## config.mk

```make
export PLATFORM = sky130hd
export DESIGN_NAME = lvrs_top
export DESIGN_NICKNAME = d
export VERILOG_FILES = /design/src/rtl/lvrs_sync.v /design/src/rtl/lvrs_top.v /design/src/rtl/lvrs_wonce.v
export VERILOG_INCLUDE_DIRS = /design/src /design/src/common
export SDC_FILE = /design/constraint.sdc
export NUM_CORES = 1
export LEC_CHECK = 0
export ABC_AREA = 1
export BUFFER_PORTS_ARGS = -buffer_cell sky130_fd_sc_hd__buf_2
export CELL_PAD_IN_SITES_DETAIL_PLACEMENT = 1
export CELL_PAD_IN_SITES_GLOBAL_PLACEMENT = 2
export CORE_MARGIN = 3
export CORE_UTILIZATION = 28
export DETAILED_ROUTE_END_ITERATION = 12
export PLACE_DENSITY = 0.82
export SYNTH_ARGS = -nofsm -noshare
export SYNTH_HDL_FRONTEND = slang
export SYNTH_SLANG_ARGS = --single-unit
```

## constraint.sdc

```tcl
create_clock -name clock_i -period 2.9 [get_ports clock_i]
set_input_delay 0.58 -clock clock_i [delete_from_list [all_inputs] [get_ports clock_i]]
set_output_delay 0.58 -clock clock_i [all_outputs]
set_load 0.03 [all_outputs]
```

## src/common/lvrs_map.vh

```
// constants for the low-voltage reset and safe-state block
// assumes a 32-bit apb register window, one aligned word per register
`ifndef LVRS_MAP_VH
`define LVRS_MAP_VH

// register byte offsets
`define LVRS_OFS_CTRL 8'h00
`define LVRS_OFS_CAUSE 8'h04
`define LVRS_OFS_ISTAT 8'h08
`define LVRS_OFS_IMASK 8'h0c

// power_mgmt_ctrl1 fields
`define LVRS_CTL_FLAG 0
`define LVRS_CTL_ACK 1
`define LVRS_CTL_IE 2
`define LVRS_CTL_RE 3
`define LVRS_CTL_SAFE 4
`define LVRS_CTL_WARN 5
`define LVRS_CTL_SSTATE 6

// reset_cause_reg fields
`define LVRS_CS_POR 7
`define LVRS_CS_PIN 6
`define LVRS_CS_WDOG 5
`define LVRS_CS_ILOP 4
`define LVRS_CS_ILAD 3
`define LVRS_CS_LVD 1
`define LVRS_CAUSE_W 8
`define LVRS_CAUSE_POR 8'h82

// interrupt status / mask fields
`define LVRS_EV_W 3
`define LVRS_EV_DET 0
`define LVRS_EV_SAFE 1
`define LVRS_EV_REARM 2

// vector addresses
`define LVRS_VEC_RESET 16'hfffe
`define LVRS_VEC_LVD 16'hfffa
`define LVRS_VEC_NONE 16'h0000

// cycles a non-supply reset is stretched
`define LVRS_HOLD_CYC 32

`endif

```

## src/rtl/lvrs_sync.v

```verilog
// two-flop synchroniser, one stage pair per bit
// assumes inputs asynchronous to clock_i; reset value is a constant
`timescale 1ns/1ns
module lvrs_sync #(
  parameter W = 1,
  parameter [W-1:0] RSTV = {W{1'b0}}
) (
  // clock and reset
  input wire clock_i,
  input wire rst_n_i,
  // data
  input wire [W-1:0] d_i,
  output wire [W-1:0] q_o
);

  genvar g;
  ////////////////////////////////////////////////////////////////////
  generate
    for (g = 0; g < W; g = g + 1)
    begin : g_bit
      reg s1_r;
      reg s2_r;
      // first stage feeds only the second
      always @(posedge clock_i or negedge rst_n_i)
      begin
        if (!rst_n_i)
        begin
          s1_r <= RSTV[g];
          s2_r <= RSTV[g];
        end
        else
        begin
          s1_r <= d_i[g];
          s2_r <= s1_r;
        end
      end
      assign q_o[g] = s2_r;
    end
  endgenerate

endmodule // lvrs_sync

```

## src/rtl/lvrs_top.v

```verilog
// low-voltage reset, reset cause and safe-state lock, apb slave
// assumes supply comparators and reset pin are asynchronous pins;
// cpu-side strobes (stop, timeout, illegal access) are on clock_i
// Notes on behaviour
// RQ1 - power first applied or below power-on level asserts chip reset
// RQ2 - after power-on, hold reset until supply above detect threshold
// RQ3 - power-on reset sets both power-on and low-voltage cause bits
// RQ4 - reset enable set: low voltage resets chip instead of interrupting
// RQ5 - reset enable is write-once, set by power-on, kept by other resets
// RQ6 - with reset enable set, lock bit blocks nothing
// RQ7 - low-voltage reset holds until above detect, sets low-voltage cause
// RQ8 - below detect, irq enable set, reset enable clear: vector fffa irq
// RQ9 - safe state entered only on stop with lock set and flag high
// RQ10 - lock set and below rearm: block interrupts, resets, wakeups
// RQ11 - above rearm, lock ignored for blocking but still reads one
// RQ12 - software enters stop3 or stop2 before supply reaches minimum
// RQ13 - in safe state keep ram, and processor state when in stop3
// RQ14 - supply back above rearm unblocks interrupts, resets, wakeups
// RQ15 - software clears lock bit after recovering from stop
// RQ16 - software enters safe state quickly, or uses reset mode
// RQ17 - reset vector fffe wins for watchdog, lvd, pin, opcode, address
// RQ18 - warning flag shows supply nearing detect, never interrupts
// RQ19 - lvd irq request stays while flag and enable set until acked
`timescale 1ns/1ns
`include "lvrs_map.vh"
module lvrs_top #(
  parameter AW = 8,
  parameter NIRQ = 8,
  parameter NWAKE = 4,
  parameter HOLD_CYC = `LVRS_HOLD_CYC
) (
  // clock and power-on reset
  input wire clock_i,
  input wire rstn_i,
  // apb slave
  input wire psel_i,
  input wire penable_i,
  input wire pwrite_i,
  input wire [AW-1:0] paddr_i,
  input wire [31:0] pwdata_i,
  output wire [31:0] prdata_o,
  output wire pready_o,
  output wire pslverr_o,
  // supply comparators, high while condition holds
  input wire por_det_i,
  input wire undervolt_detect_i,
  input wire undervolt_warning_i,
  input wire rearm_ok_i,
  // reset sources
  input wire ext_reset_i,
  input wire reset_pin_enable_i,
  input wire wdog_timeout_i,
  input wire watchdog_enable_i,
  input wire illop_i,
  input wire illad_i,
  // cpu stop handshake
  input wire stop_exec_i,
  input wire stop3_i,
  // other interrupt and wakeup sources
  input wire [NIRQ-1:0] periph_irq_i,
  input wire [NWAKE-1:0] wake_i,
  // reset, vector and gating outputs
  output wire chip_reset_o,
  output wire [15:0] vector_o,
  output wire lvd_irq_o,
  output wire [NIRQ-1:0] periph_irq_o,
  output wire [NWAKE-1:0] wake_o,
  output wire watchdog_clear_o,
  // safe-state retention
  output wire safe_state_o,
  output wire ram_retain_o,
  output wire cpu_retain_o,
  // summary interrupt
  output wire irq_o
);

  localparam [1:0] S_RUN = 2'd0;
  localparam [1:0] S_HOLD_LV = 2'd1;
  localparam [1:0] S_HOLD_CNT = 2'd2;
  localparam CW = 16;
  localparam [CW-1:0] HOLD_LAST = HOLD_CYC[CW-1:0] - 1'b1;

  reg rst_s1_r;
  reg rst_n;
  wire por_s;
  wire lvd_s;
  wire warn_s;
  wire rearm_s;
  wire pin_s;
  reg [1:0] state_r;
  reg [1:0] state_nxt;
  reg [CW-1:0] cnt_r;
  reg [CW-1:0] cnt_nxt;
  reg [`LVRS_CAUSE_W-1:0] cause_r;
  reg [`LVRS_CAUSE_W-1:0] cause_nxt;
  reg rst_out_r;
  reg por_evt;
  reg flag_r;
  reg ie_r;
  reg safe_r;
  reg sstate_r;
  reg stop3_r;
  reg blk_r;
  reg lvd_irq_r;
  reg [15:0] vec_r;
  reg [NIRQ-1:0] pirq_r;
  reg [NWAKE-1:0] wake_r;
  reg wdclr_r;
  reg [`LVRS_EV_W-1:0] istat_r;
  reg [`LVRS_EV_W-1:0] imask_r;
  reg [31:0] rdata_r;
  reg rearm_d_r;
  reg flag_d_r;
  wire ure;
  wire setup;
  wire acc;
  wire wr;
  wire rd;
  wire hit_ctrl;
  wire hit_cause;
  wire hit_istat;
  wire hit_imask;
  wire hit;
  wire ack;
  wire blk;
  wire rst_lvd;
  wire rst_other;
  wire rst_now;
  wire lvd_irq_nxt;
  wire [`LVRS_EV_W-1:0] ev;

  ////////////////////////////////////////////////////////////////////
  // reset release through two flops
  always @(posedge clock_i or negedge rstn_i)
  begin
    if (!rstn_i)
    begin
      rst_s1_r <= 1'b0;
      rst_n <= 1'b0;
    end
    else
    begin
      rst_s1_r <= 1'b1;
      rst_n <= rst_s1_r;
    end
  end

  // pins synchronised; supply assumed low until seen otherwise
  lvrs_sync #(
    .W(5),
    .RSTV(5'h03)
  ) u_sync (
    .clock_i(clock_i),
    .rst_n_i(rst_n),
    .d_i({ext_reset_i, rearm_ok_i, undervolt_warning_i,
      undervolt_detect_i, por_det_i}),
    .q_o({pin_s, rearm_s, warn_s, lvd_s, por_s})
  );

  ////////////////////////////////////////////////////////////////////
  // apb decode; zero-wait, read data captured in setup cycle
  assign setup = psel_i & ~penable_i;
  assign acc = psel_i & penable_i;
  assign wr = acc & pwrite_i;
  assign rd = acc & ~pwrite_i;
  assign hit_ctrl = (paddr_i == `LVRS_OFS_CTRL);
  assign hit_cause = (paddr_i == `LVRS_OFS_CAUSE);
  assign hit_istat = (paddr_i == `LVRS_OFS_ISTAT);
  assign hit_imask = (paddr_i == `LVRS_OFS_IMASK);
  assign hit = hit_ctrl | hit_cause | hit_istat | hit_imask;
  assign pready_o = 1'b1;
  assign pslverr_o = acc & ~hit;
  assign prdata_o = rdata_r;
  assign ack = wr & hit_ctrl & pwdata_i[`LVRS_CTL_ACK];

  // read mux registered so the data output is a flop
  always @(posedge clock_i or negedge rst_n)
  begin
    if (!rst_n)
      rdata_r <= 32'h0000_0000;
    else if (setup)
    begin
      rdata_r <= 32'h0000_0000;
      if (hit_ctrl)
      begin
        rdata_r[`LVRS_CTL_FLAG] <= flag_r;
        rdata_r[`LVRS_CTL_IE] <= ie_r;
        rdata_r[`LVRS_CTL_RE] <= ure;
        // RQ11 lock still reads
        rdata_r[`LVRS_CTL_SAFE] <= safe_r;
        // RQ18 warning readable
        rdata_r[`LVRS_CTL_WARN] <= warn_s;
        rdata_r[`LVRS_CTL_SSTATE] <= sstate_r;
      end
      else if (hit_cause)
        rdata_r[`LVRS_CAUSE_W-1:0] <= cause_r;
      else if (hit_istat)
        rdata_r[`LVRS_EV_W-1:0] <= istat_r;
      else if (hit_imask)
        rdata_r[`LVRS_EV_W-1:0] <= imask_r;
    end
  end

  ////////////////////////////////////////////////////////////////////
  // write-once reset enable, reloaded only by power-on
  // RQ5 write once
  lvrs_wonce u_re (
    .clock_i(clock_i),
    .rst_n_i(rst_n),
    .por_i(por_evt),
    .wr_i(wr & hit_ctrl),
    .wd_i(pwdata_i[`LVRS_CTL_RE]),
    .q_o(ure)
  );

  ////////////////////////////////////////////////////////////////////
  // blocking: a lock with reset mode on, or above rearm, does nothing
  // RQ10 block below rearm
  // RQ6 reset mode overrides
  assign blk = safe_r & ~ure & ~rearm_s;

  // RQ4 lvd as reset
  assign rst_lvd = lvd_s & ure & ~blk;
  // RQ17 reset sources
  assign rst_other = ~blk & ((wdog_timeout_i & watchdog_enable_i) |
    (pin_s & reset_pin_enable_i) | illop_i | illad_i);
  assign rst_now = por_s | rst_lvd | rst_other;

  ////////////////////////////////////////////////////////////////////
  // reset sequencer and cause capture
  always @*
  begin
    state_nxt = state_r;
    cnt_nxt = cnt_r;
    cause_nxt = cause_r;
    por_evt = 1'b0;
    if (por_s)
    begin
      // RQ1 power-on reset
      // RQ3 both cause bits
      state_nxt = S_HOLD_LV;
      cause_nxt = `LVRS_CAUSE_POR;
      por_evt = 1'b1;
    end
    else
    begin
      case (state_r)
        S_RUN:
        begin
          if (rst_lvd)
          begin
            // RQ7 lvd reset cause
            state_nxt = S_HOLD_LV;
            cause_nxt = {`LVRS_CAUSE_W{1'b0}};
            cause_nxt[`LVRS_CS_POR] = cause_r[`LVRS_CS_POR];
            cause_nxt[`LVRS_CS_LVD] = 1'b1;
          end
          else if (rst_other)
          begin
            state_nxt = S_HOLD_CNT;
            cnt_nxt = {CW{1'b0}};
            cause_nxt = {`LVRS_CAUSE_W{1'b0}};
            cause_nxt[`LVRS_CS_PIN] = pin_s & reset_pin_enable_i;
            cause_nxt[`LVRS_CS_WDOG] = wdog_timeout_i & watchdog_enable_i;
            cause_nxt[`LVRS_CS_ILOP] = illop_i;
            cause_nxt[`LVRS_CS_ILAD] = illad_i;
          end
        end
        S_HOLD_LV:
        begin
          // RQ2 hold until above detect
          if (!lvd_s)
            state_nxt = S_RUN;
        end
        S_HOLD_CNT:
        begin
          cnt_nxt = cnt_r + 1'b1;
          if (cnt_r == HOLD_LAST)
            state_nxt = S_RUN;
        end
        default:
          state_nxt = S_HOLD_LV;
      endcase
    end
  end

  // power-on state: held, both cause bits set
  always @(posedge clock_i or negedge rst_n)
  begin
    if (!rst_n)
    begin
      state_r <= S_HOLD_LV;
      cnt_r <= {CW{1'b0}};
      cause_r <= `LVRS_CAUSE_POR;
      rst_out_r <= 1'b1;
    end
    else
    begin
      state_r <= state_nxt;
      cnt_r <= cnt_nxt;
      cause_r <= cause_nxt;
      rst_out_r <= (state_nxt != S_RUN);
    end
  end

  ////////////////////////////////////////////////////////////////////
  // flag: set while below detect, set wins over acknowledge
  // RQ19 held until acked
  // RQ8 lvd interrupt
  assign lvd_irq_nxt = flag_r & ie_r & ~ure & ~blk & ~rst_out_r;

  always @(posedge clock_i or negedge rst_n)
  begin
    if (!rst_n)
    begin
      flag_r <= 1'b0;
      ie_r <= 1'b0;
      safe_r <= 1'b0;
      lvd_irq_r <= 1'b0;
      vec_r <= `LVRS_VEC_RESET;
    end
    else
    begin
      flag_r <= lvd_s | (flag_r & ~ack);
      if (por_evt)
      begin
        ie_r <= 1'b0;
        safe_r <= 1'b0;
      end
      else if (wr && hit_ctrl)
      begin
        ie_r <= pwdata_i[`LVRS_CTL_IE];
        safe_r <= pwdata_i[`LVRS_CTL_SAFE];
      end
      lvd_irq_r <= lvd_irq_nxt;
      // RQ17 reset vector first
      if (rst_now || rst_out_r)
        vec_r <= `LVRS_VEC_RESET;
      else if (lvd_irq_nxt)
        vec_r <= `LVRS_VEC_LVD;
      else
        vec_r <= `LVRS_VEC_NONE;
    end
  end

  ////////////////////////////////////////////////////////////////////
  // safe state and gating of other interrupts and wakeups
  always @(posedge clock_i or negedge rst_n)
  begin
    if (!rst_n)
    begin
      sstate_r <= 1'b0;
      stop3_r <= 1'b0;
      blk_r <= 1'b0;
      pirq_r <= {NIRQ{1'b0}};
      wake_r <= {NWAKE{1'b0}};
      wdclr_r <= 1'b0;
    end
    else
    begin
      // RQ9 safe entry
      if (stop_exec_i && safe_r && flag_r && !ure)
      begin
        sstate_r <= 1'b1;
        stop3_r <= stop3_i;
      end
      // RQ14 unblock on rearm
      else if (rearm_s || por_evt)
        sstate_r <= 1'b0;
      blk_r <= blk;
      // RQ10 gate sources
      pirq_r <= blk ? {NIRQ{1'b0}} : periph_irq_i;
      wake_r <= blk ? {NWAKE{1'b0}} : wake_i;
      // any write to cause register kicks the watchdog
      wdclr_r <= wr & hit_cause;
    end
  end

  // RQ13 retention
  assign ram_retain_o = sstate_r;
  assign cpu_retain_o = sstate_r & stop3_r;
  assign safe_state_o = sstate_r;

  ////////////////////////////////////////////////////////////////////
  // sticky events; warning deliberately has no event
  always @(posedge clock_i or negedge rst_n)
  begin
    if (!rst_n)
    begin
      rearm_d_r <= 1'b0;
      flag_d_r <= 1'b0;
    end
    else
    begin
      rearm_d_r <= rearm_s;
      flag_d_r <= flag_r;
    end
  end

  assign ev[`LVRS_EV_DET] = flag_r & ~flag_d_r;
  assign ev[`LVRS_EV_SAFE] = stop_exec_i & safe_r & flag_r & ~ure & ~sstate_r;
  assign ev[`LVRS_EV_REARM] = rearm_s & ~rearm_d_r & sstate_r;

  // read clears only what setup reported, so no event slips between
  always @(posedge clock_i or negedge rst_n)
  begin
    if (!rst_n)
    begin
      istat_r <= {`LVRS_EV_W{1'b0}};
      imask_r <= {`LVRS_EV_W{1'b0}};
    end
    else
    begin
      if (rd && hit_istat)
        istat_r <= (istat_r & ~rdata_r[`LVRS_EV_W-1:0]) | ev;
      else
        istat_r <= istat_r | ev;
      if (wr && hit_imask)
        imask_r <= pwdata_i[`LVRS_EV_W-1:0];
    end
  end

  ////////////////////////////////////////////////////////////////////
  // outputs
  assign chip_reset_o = rst_out_r;
  assign vector_o = vec_r;
  assign lvd_irq_o = lvd_irq_r;
  assign periph_irq_o = pirq_r;
  assign wake_o = wake_r;
  assign watchdog_clear_o = wdclr_r;
  assign irq_o = |(istat_r & imask_r);

endmodule // lvrs_top

```

## src/rtl/lvrs_wonce.v

```verilog
// write-once control bit with power-on reload
// assumes wr_i is a single-cycle bus write strobe
`timescale 1ns/1ns
module lvrs_wonce (
  // clock and reset
  input wire clock_i,
  input wire rst_n_i,
  // power-on reload: value back to one, lock reopened
  input wire por_i,
  // bus write
  input wire wr_i,
  input wire wd_i,
  // state
  output wire q_o
);

  reg val_r;
  reg lock_r;

  ////////////////////////////////////////////////////////////////////
  // only the first write after power-on lands; other resets leave it
  always @(posedge clock_i or negedge rst_n_i)
  begin
    if (!rst_n_i)
    begin
      val_r <= 1'b1;
      lock_r <= 1'b0;
    end
    else if (por_i)
    begin
      val_r <= 1'b1;
      lock_r <= 1'b0;
    end
    else if (wr_i && !lock_r)
    begin
      val_r <= wd_i;
      lock_r <= 1'b1;
    end
  end

  assign q_o = val_r;

endmodule // lvrs_wonce

```

# == After elaboration in Yosys (flattened, before gate mapping) ==
# Index checks and enable logic that the tools add are counted.
# classes
add_sub_neg,1
multipliers,0
n_div,0
magnitude_cmp,0
n_eq_ne,9
n_shift,0
n_mux,37
bitwise,54
reduce_logical,25
# ops
operator,count
$mux 16,4
$mux 8,5
$pmux 16 s2,1
$and 1x1->1,28
$add 16x1->16 const B,1
$eq 16x5->1 const B,1
$eq 8x4->1 const B,2
$mux 1,14
$reduce_bool 2->1,7
$mux 3,4
$not 1->1,12
$mux 2,5
$mux 5,2
$or 1x1->1,9
$eq 8x3->1 const B,1
$logic_not 8->1,1
$logic_and 1x1->1,7
$and 3x3->3,2
$or 3x3->3,2
$pmux 2 s3,1
$mux 4,1
$ne 2x2->1 const B,2
$reduce_and 4->1,1
$not 3->3,1
10 further kinds,12
# totals
register_bits,92
latchBits,0
ramBits,0
rom_bits,0
out_inout_bits,69
wordCells,160
memories,0

# == Depth between registers and ports, before layout ==
# Gate-level depths: netlist of the first run.
# depth
depth_word,10
ltp_mapped,8
ltp_nobuf,8

# == Modules after synthesis ==
# Synthesis of the first run repeated with hierarchy kept, for this count alone.
# unflattened
hier_cells,463
area_unflattened_um2,3818.7
# by_module_without_submodules
mod,n_inst,cells_each,area_per_inst_um2,seq_area_each_um2
lvrs_top,1,439,3438.3,1609.0
lvrs_sync,1,15,292.8,255.2
lvrs_wonce,1,9,87.6,51.3

# == Worst setup path after synthesis of the first run ==
# Ideal clock, no wire load.
# synth_timing
path_kind,input port to output port
from,input paddr_i[5]
to,output pslverr_o
t_arrival_ns,1.633
setup_slack_ns,0.687
stages,5
n_path_buf,0
path_cell_list,inv_1 -> nand3_2 -> nor3_1 -> nor2_1 -> nor3b_1
# synth_between
elab_chain_len,6
word_cells_on_any_way,9
cone_classes,eq/ne: 3; bitwise: 5; reduce/logical: 1
# synth_lines
item,line_no,rtl
from (decl),lvrs_top.v:39,"input wire [AW-1:0] paddr_i,"
$eq 8x3->1 (no source line) / $logic_not 8->1 (equally long branches),n/a,
$or 1x1->1 (2 in a row),lvrs_top.v:170,assign hit = hit_ctrl | hit_cause | hit_istat | hit_imask;
$or 1x1->1 *,lvrs_top.v:170,
$not 1->1 *,lvrs_top.v:172,assign pslverr_o = acc & ~hit;
$and 1x1->1 *,lvrs_top.v:172,
to (decl),lvrs_top.v:43,"output wire pslverr_o,"
# Every way passes the cells marked *; elsewhere a longest branch is shown, timed or not.

# == Worst setup path after layout of the first run ==
# layout_timing
from,input paddr_i[1]
to,output pslverr_o
# Same word-level chain as after synthesis.

==> results.tsv, run 1 <==
metric	value	unit
clock-pin slew on the worst setup and hold paths	0.06	ns
post_cts resized	0	
Synth Area in Adders	0.3307	%
Peak VDD IR	242.3	uV
Slew Viols, Final	0	
insertion delay to the later sink of the worst-skew pair	0.33	ns
Initial Utilization	29.27	%
Max FO, Critical Path	6	
Worst setup endpoint	pslverr_o	
Setup Fix Bufs, Post-CTS	0	
type of the most critical hold path	in -> async	
Max Cap Violations	0	
Area Growth Syn to Fin	18.55	%
DP Wirelength	7.480	mm
global placement routability congestion	0.8446	
Power Density	558.3	mW/mm^2
most used flip-flop cell after synthesis	dfrtp_1	
mapped cell area	0.003784	sq mm
Leak Pwr	2.238	nW
1st-pass router iterations	4	
IO Pins	138	
multiplexer share of the synthesized area	0.2976	%
Post-synth EDFFs	0	
most used cell along the critical path	buf_2	
Global Route Usage Sum	13.69	%
Post-CTS Hold Fix Bufs	0	
WP data required	2.32	ns
r2r startpoint	u_re.q_o	
CP arrival	1.66	ns
critical path type	in -> out	
Simple-Gate Fraction of Synth Area	28.37	%
slowest CP cell	nor3_2	
DR iter-0 viols	121	
gr ovfl total	0	
Final period util	77.29	%
Slew HR	49.52	%
CTS tree	yes	
setup TNS	0	ns
initial antenna violation count	0	
Diodes inserted	0	
main combinational cell family by area after synthesis	simple AND/OR/NAND/NOR gates	
commonest non-fill, non-tap cells in the layout	nand2_1, buf_2, dfrtp_1	
compound-gate portion of the synthesized area	5.820	%
vias in the first global route	3393	
Final Hold Violating Endpoints	0	
ANT nets after route	0	
final setup skew	0.006339	ns
fmax	0.4461	GHz
largest stage delay on the critical path	0.38	ns
Worst Tran Pin Value	0.7545	ns
RSZ-0062 raised after global routing	no	
vias	3117	
H-tree Lvls	3	
status	complete, no violations	
Final Util	34.70	%
Reg2Reg Setup Slack	1.01	ns
Rows	41	
Setup crit end kind	primary output	
first-pass GRT wire length	16.31	mm
commonest non-fill, non-tap cell in the layout	nand2_1	
Core Region	0.01293	sq mm
root buffer cell	clkbuf_16	
pin count of the biggest net entering global routing	29	
sequential share of the synthesized area	50.63	%
#FFs+latches synth	76	
share of layout cells above drive strength 1	25.37	%
die footprint	0.01494	sq mm
DP Area	0.004194	sq mm
IO Port Bufs	84	
xor and xnor area share after synthesis	0.4630	%
DR vias/cell	4.403	
Worst Setup SP	paddr_i[1]	
CP startpoint kind	primary input	
Die Y	122.2	um
drc violations	0	
die span in x	122.2	um
syn_area_per_cell	8.334	sq um
post-DR wirelength/cell	13.57	um
minimum clock period	2.242	ns
share of synthesized registers carrying an async set or reset	100.0	%
clock buffer count from CTS	9	
post-synthesis cell type count	36	
clock sink total	76	
total wire length	9.607	mm
CTS max path bufs	2	
Final setup viols	0	
Reg-to-Reg End	cnt_r[5]	
fin area	0.004486	sq mm
Synth warnings	0	
cell breakdown of the critical path	buf_2, nor2_1, nand2_1, nor3_2, nor3b_1, buf_2	
Syn Inst Count	454	
fin nets	601	
Worst Reg-to-Reg Cells	7	
==> critical path: cells and delay by family <==
| family | cells | cell delay, ns |
|---|---|---|
| and+or+nand+nor | 4 | 0.78 |
| buffers and inverters | 2 | 0.29 |
==> area by class of cell <==
| class | instances | area, sq um |
|---|---|---|
| fill | 1600 | 8442 |
| multi-input combinational | 308 | 1436 |
| clock buffer | 14 | 254.0 |
| timing repair buffer | 86 | 435.4 |
| clock inverter | 2 | 37.54 |
| sequential | 76 | 1917 |
| inverter | 50 | 190.2 |
| tap | 172 | 215.2 |
==> power breakdown <==
| part | switching, W | internal [W] |
|---|---|---|
| clock network | 0.000419 | 0.000691 |
| logic | 0.000190 | 0.0000647 |
| registers | 0.0000316 | 0.00111 |
==> kinds of logic after synthesis <==
| group | Yosys count |
|---|---|
| buffers and inverters | 95 |
| other | 2 |
| AND/OR/NAND/NOR | 239 |
| AO/OA/AOI/OAI | 38 |
| flip-flops | 76 |
| XOR/XNOR | 2 |
| adder cells (fa/ha/maj) | 1 |
| multiplexers | 1 |
==> worst min-delay path by stage <==
stage	startpoint	endpoint	slack, ns
final	rstn_i	rst_s1_r	0.02
after global routing	rstn_i	rst_s1_r	0.009
after CTS	rstn_i	rst_s1_r	0.006
after detailed placement	rst_n	prdata_o[5]	0.27
after global placement	rst_n	prdata_o[6]	0.26
after floorplan	rstn_i	rst_n	0.28
==> cell usage after synthesis (2+ instances only) <==
master / instances / area share, %
o21ai_2: 3 / 0.69
o21ai_0: 2 / 0.26
nor3_2: 3 / 0.79
or2_2: 2 / 0.33
a21oi_1: 11 / 1.5
clkbuf_1: 2 / 0.20
dfstp_2: 11 / 7.6
inv_2: 7 / 0.69
dfrtp_1: 65 / 43
nand3b_1: 2 / 0.40
nand4_1: 14 / 2.3
o21ai_1: 18 / 2.4
buf_4: 40 / 7.9
nor2_2: 3 / 0.50
buf_6: 2 / 0.60
nand3_1: 46 / 6.1
nand2_1: 112 / 11
nand2_2: 3 / 0.50
xor2_1: 2 / 0.46
nor2_1: 48 / 4.8
inv_1: 42 / 4.2
conb_1: 2 / 0.20
==> per-stage QoR <==
step | setup slack [ns] | std cells | hold slack, ns | total power, W
final | 0.6585 | 708 | 0.02266 | 0.002504
after global routing | 0.5216 | 708 | 0.009366 | 0.002637
after global placement | 0.7078 | 692 | 0.2584 | 0.001409
after floorplan | 0.6459 | 479 | 0.2844 | 0.001355
after CTS | 0.6461 | 708 | 0.005678 | 0.002551
after detailed placement | 0.6509 | 692 | 0.2687 | 0.001418
==> layer usage <==
| metal | wire (um) | part of all wire [%] | vias up | track usage, % |
|---|---|---|---|---|
| li1 | - | - | 1528 | - |
| met1 | 3985 | 41 | 1507 | 15.62 |
| met2 | 4983 | 52 | 74 | 25.04 |
| met3 | 543 | 5.7 | 8 | 3.687 |
| met4 | 94 | 0.98 | 0 | 3.919 |
| met5 | 0 | 0 | - | 0 |
==> registers in the layout, summed over array words and instances, names as in the netlist, 4 cells and up <==
signal             cells
u_sync.g_bit.s1_r      5
wake_o                 4
u_sync.g_bit.s2_r      5
prdata_o               8
periph_irq_o           8
cnt_r                 16
cause_r                6
Note: power is estimated with default switching activity, not from simulation.
==> inputs of run 2 (changes only) <==
- ABC_AREA: 1 -> 0
- CORE_UTILIZATION: 28 -> 26
- PLACE_DENSITY: 0.82 -> 0.77
- clock period: 2.9 -> 1.8 ns (I/O delays scaled with it)
==> run 2 against run 1 <==
Effect of this change: combinational power up 44%; die area up 0.88%; utilization down 1.0 points; cell area down 0.17%; clock-buffer cell count down 4; critical endpoint is now cnt_r[12]; power up 76%; sequential power up 58%; largest power group is now clock.
==> results.tsv, run 2 <==
metric	value	unit	change
Post-synth top cells	dfrtp_1, buf_4, nand2_1		
Power Density	981.8	mW/mm^2	+76%
Final setup viols	0		unchanged
IO Pins	138		unchanged
total wire length	8.808	mm	-8.3%
1st-pass router iterations	6		+2
Die Y	122.8	um	+0.44%
Diodes inserted	0		unchanged
Peak VDD IR	673.5	uV	+180%
DR vias/cell	4.570		+3.8%
insertion delay to the later sink of the worst-skew pair	0.33	ns	about the same
post-synthesis cell type count	52		+44%
Slew HR	65.55	%	+16 points
critical path type	reg -> reg		
Setup crit end kind	flop		
Biggest register	cnt_r		
Global Route Usage Sum	12.36	%	-1.3 points
dominant cell type by area after synthesis	dfrtp_1		
WP data required	2.06	ns	-0.26 ns
CTS max path bufs	2		unchanged
Layout fillers	1535		-4.1%
Worst Reg-to-Reg Cells	5		-2
gr ovfl total	0		unchanged
CTS tree	yes		
ANT nets after route	0		unchanged
hold path depth	1		
placed cells	583		-16%
Initial Utilization	26.67	%	-2.6 points
vias in the first global route	2880		-15%
GR Util met3	4.470	%	+0.78 points
Post-synth EDFFs	0		unchanged
fin nets	491		-18%
met2 usage	20.02	%	-5.0 points
commonest non-fill, non-tap cell in the layout	buf_2		
mapped cell area	0.003546	sq mm	-6.3%
Top Usage Layer GRT	met2		
vias	2751		-12%
post-DR wirelength/cell	14.63	um	+7.8%
Final Non-Filler Cells	602		-15%
met1 Resource Use GR	15.59	%	-0.030 points
Storage cell area	0.001917	sq mm	unchanged
IO Port Bufs	84		unchanged
Core Region	0.01330	sq mm	+2.8%
Worst Tran Pin Value	0.5096	ns	-0.2449 ns
clock-pin slew on the worst setup and hold paths	0.06	ns	about the same
Synth warnings	0		unchanged
ranking of synthesized cells by area	dfrtp_1, buf_4, dfstp_2		
Area Growth Syn to Fin	26.29	%	
Final Hold Violating Endpoints	0		unchanged
DP Area	0.004073	sq mm	-2.9%
clock sink total	76		unchanged
clock buffer count from CTS	9		unchanged
CP arrival	2.03	ns	+0.37 ns
global placement routability congestion	0.7493		-11%
die footprint	0.01507	sq mm	+0.88%
fmax	0.5625	GHz	
DP Wirelength	6.524	mm	-13%
initial antenna violation count	0		unchanged
die span in x	122.8	um	+0.44%
fin area	0.004478	sq mm	-0.17%
Rows	42		+2.4%
sequential share of the synthesized area	54.02	%	+3.4 points
pin count of the biggest net entering global routing	39		+34%
Yosys top cell area share	45.87	%	+2.9 points
first-pass GRT wire length	14.49	mm	-11%
most frequent cell after synthesis	dfrtp_1		
most used flip-flop cell after synthesis	dfrtp_1		
syn_area_per_cell	10.68	sq um	+28%
H-tree Lvls	3		unchanged
status	complete, no violations		
type of the most critical hold path	in -> reg		
Max Cap Violations	0		unchanged
area occupied by multi-input gates	0.001323	sq mm	-7.9%
final hold slack	0.1255	ns	+0.1028 ns
minimum clock period	1.778	ns	
Slew Viols, Final	0		unchanged
root buffer cell	clkbuf_16		
max FFs per register	16		unchanged
Max FO, Critical Path	29		+23
commonest non-fill, non-tap cells in the layout	buf_2, dfrtp_1, nand2_1, conb_1, buf_4		
final setup skew	0.006295	ns	-0.00004416 ns
Leak Pwr	2.074	nW	-7.4%
RSZ-0062 raised after global routing	yes		
drc violations	0		unchanged
DR iter-0 viols	129		+6.6%
Final period util	98.76	%	
#FFs+latches synth	76		unchanged
share of layout cells above drive strength 1	34.27	%	+8.9 points
share of synthesized registers carrying an async set or reset	100.0	%	unchanged
CP startpoint kind	flop		
Syn Inst Count	332		-27%
==> run 2: cell types whose count changed after synthesis, sizes merged, moves of 9 or more <==
| cell | change |
|---|---|
| nand4 | -9 |
| nand3 | -37 |
| or4 | +12 |
| o31ai | +10 |
| nand2 | -88 |
| inv | -42 |
| nor2 | -38 |
| and2 | +18 |
==> run 2: through the flow <==
| stage | total power [W] | TNS (ns) | worst slack (ns) | utilization [%] |
|---|---|---|---|---|
| 4_1_cts | 0.004464 | 0 | 0.02431 | 33.52 |
| 5_1_grt | 0.004581 | -0.5837 | -0.09000 | 33.68 |
| 6_report | 0.004396 | 0 | 0.02237 | 33.68 |
| 3_5_place_dp | 0.002199 | -0.03035 | -0.02830 | 30.63 |
| 3_3_place_gp | 0.002186 | -0.02261 | -0.02261 | 30.63 |
| 2_1_floorplan | 0.002108 | 0 | 0.04609 | - |
==> run 2: kinds of logic (layout without fill, tap and decap cells) <==
group           count (synthesis)  count (layout)  synth area share, %
simple gates                  115             115                18.60
compound gates                 63              63                11.64
fa+ha+maj                       1               1               0.3528
buf+inv                        62             131                11.33
other cells                     2              27               0.2118
mux                            13              13                3.846
flops                          76              76                54.02
==> run 2: final cells by class <==
cell class | count | share of cell area [%]
well taps | 176 | 4.918
clock buffers | 10 | 5.337
multi-input cells | 219 | 29.53
inverters | 8 | 0.6706
repair buffers | 107 | 13.72
flip-flops and latches | 76 | 42.81
clock inverters | 6 | 3.018
==> run 2: power by group <==
group          switching [W]  internal, W
clock network       0.000696      0.00153
registers          0.0000345      0.00177
logic               0.000252     0.000114
total               0.000983      0.00341
==> run 2: worst paths after layout <==
kind,start,endpoint,slack (ns)
worst max-delay path,u_re.q_o,cnt_r[12],0.02
worst min-delay path,undervolt_detect_i,u_sync.g_bit[1].s1_r,0.13
worst max register to register,u_re.q_o,cnt_r[12],0.02
worst min register to register,rst_n,periph_irq_o[7],0.31
max in group asynchronous,rst_n,vector_o[14],1.09
min in group asynchronous,rst_n,periph_irq_o[7],0.31
==> run 2: routing by layer <==
layer	vias to the layer above	part of all wire, %
met5	-	0
met2	97	48
li1	1289	-
met4	0	0.95
met3	7	8.0
met1	1358	43
==> run 2: worst max-delay path, cell delays in order, from the launching register on <==
cell	delay, ns
dfstp_2	0.58
or4b_1	0.14
o211ai_1	0.13
buf_12	0.19
or4_1	0.51
a21oi_1	0.15
==> run 2: repair_timing <==
action | CTS | global route
gates resized for setup | 0 | 4
endpoints found under the hold margin | 2 | 0
hold buffers | 1 | 0
setup buffers | 0 | 2
endpoints found under the setup margin | 0 | 14
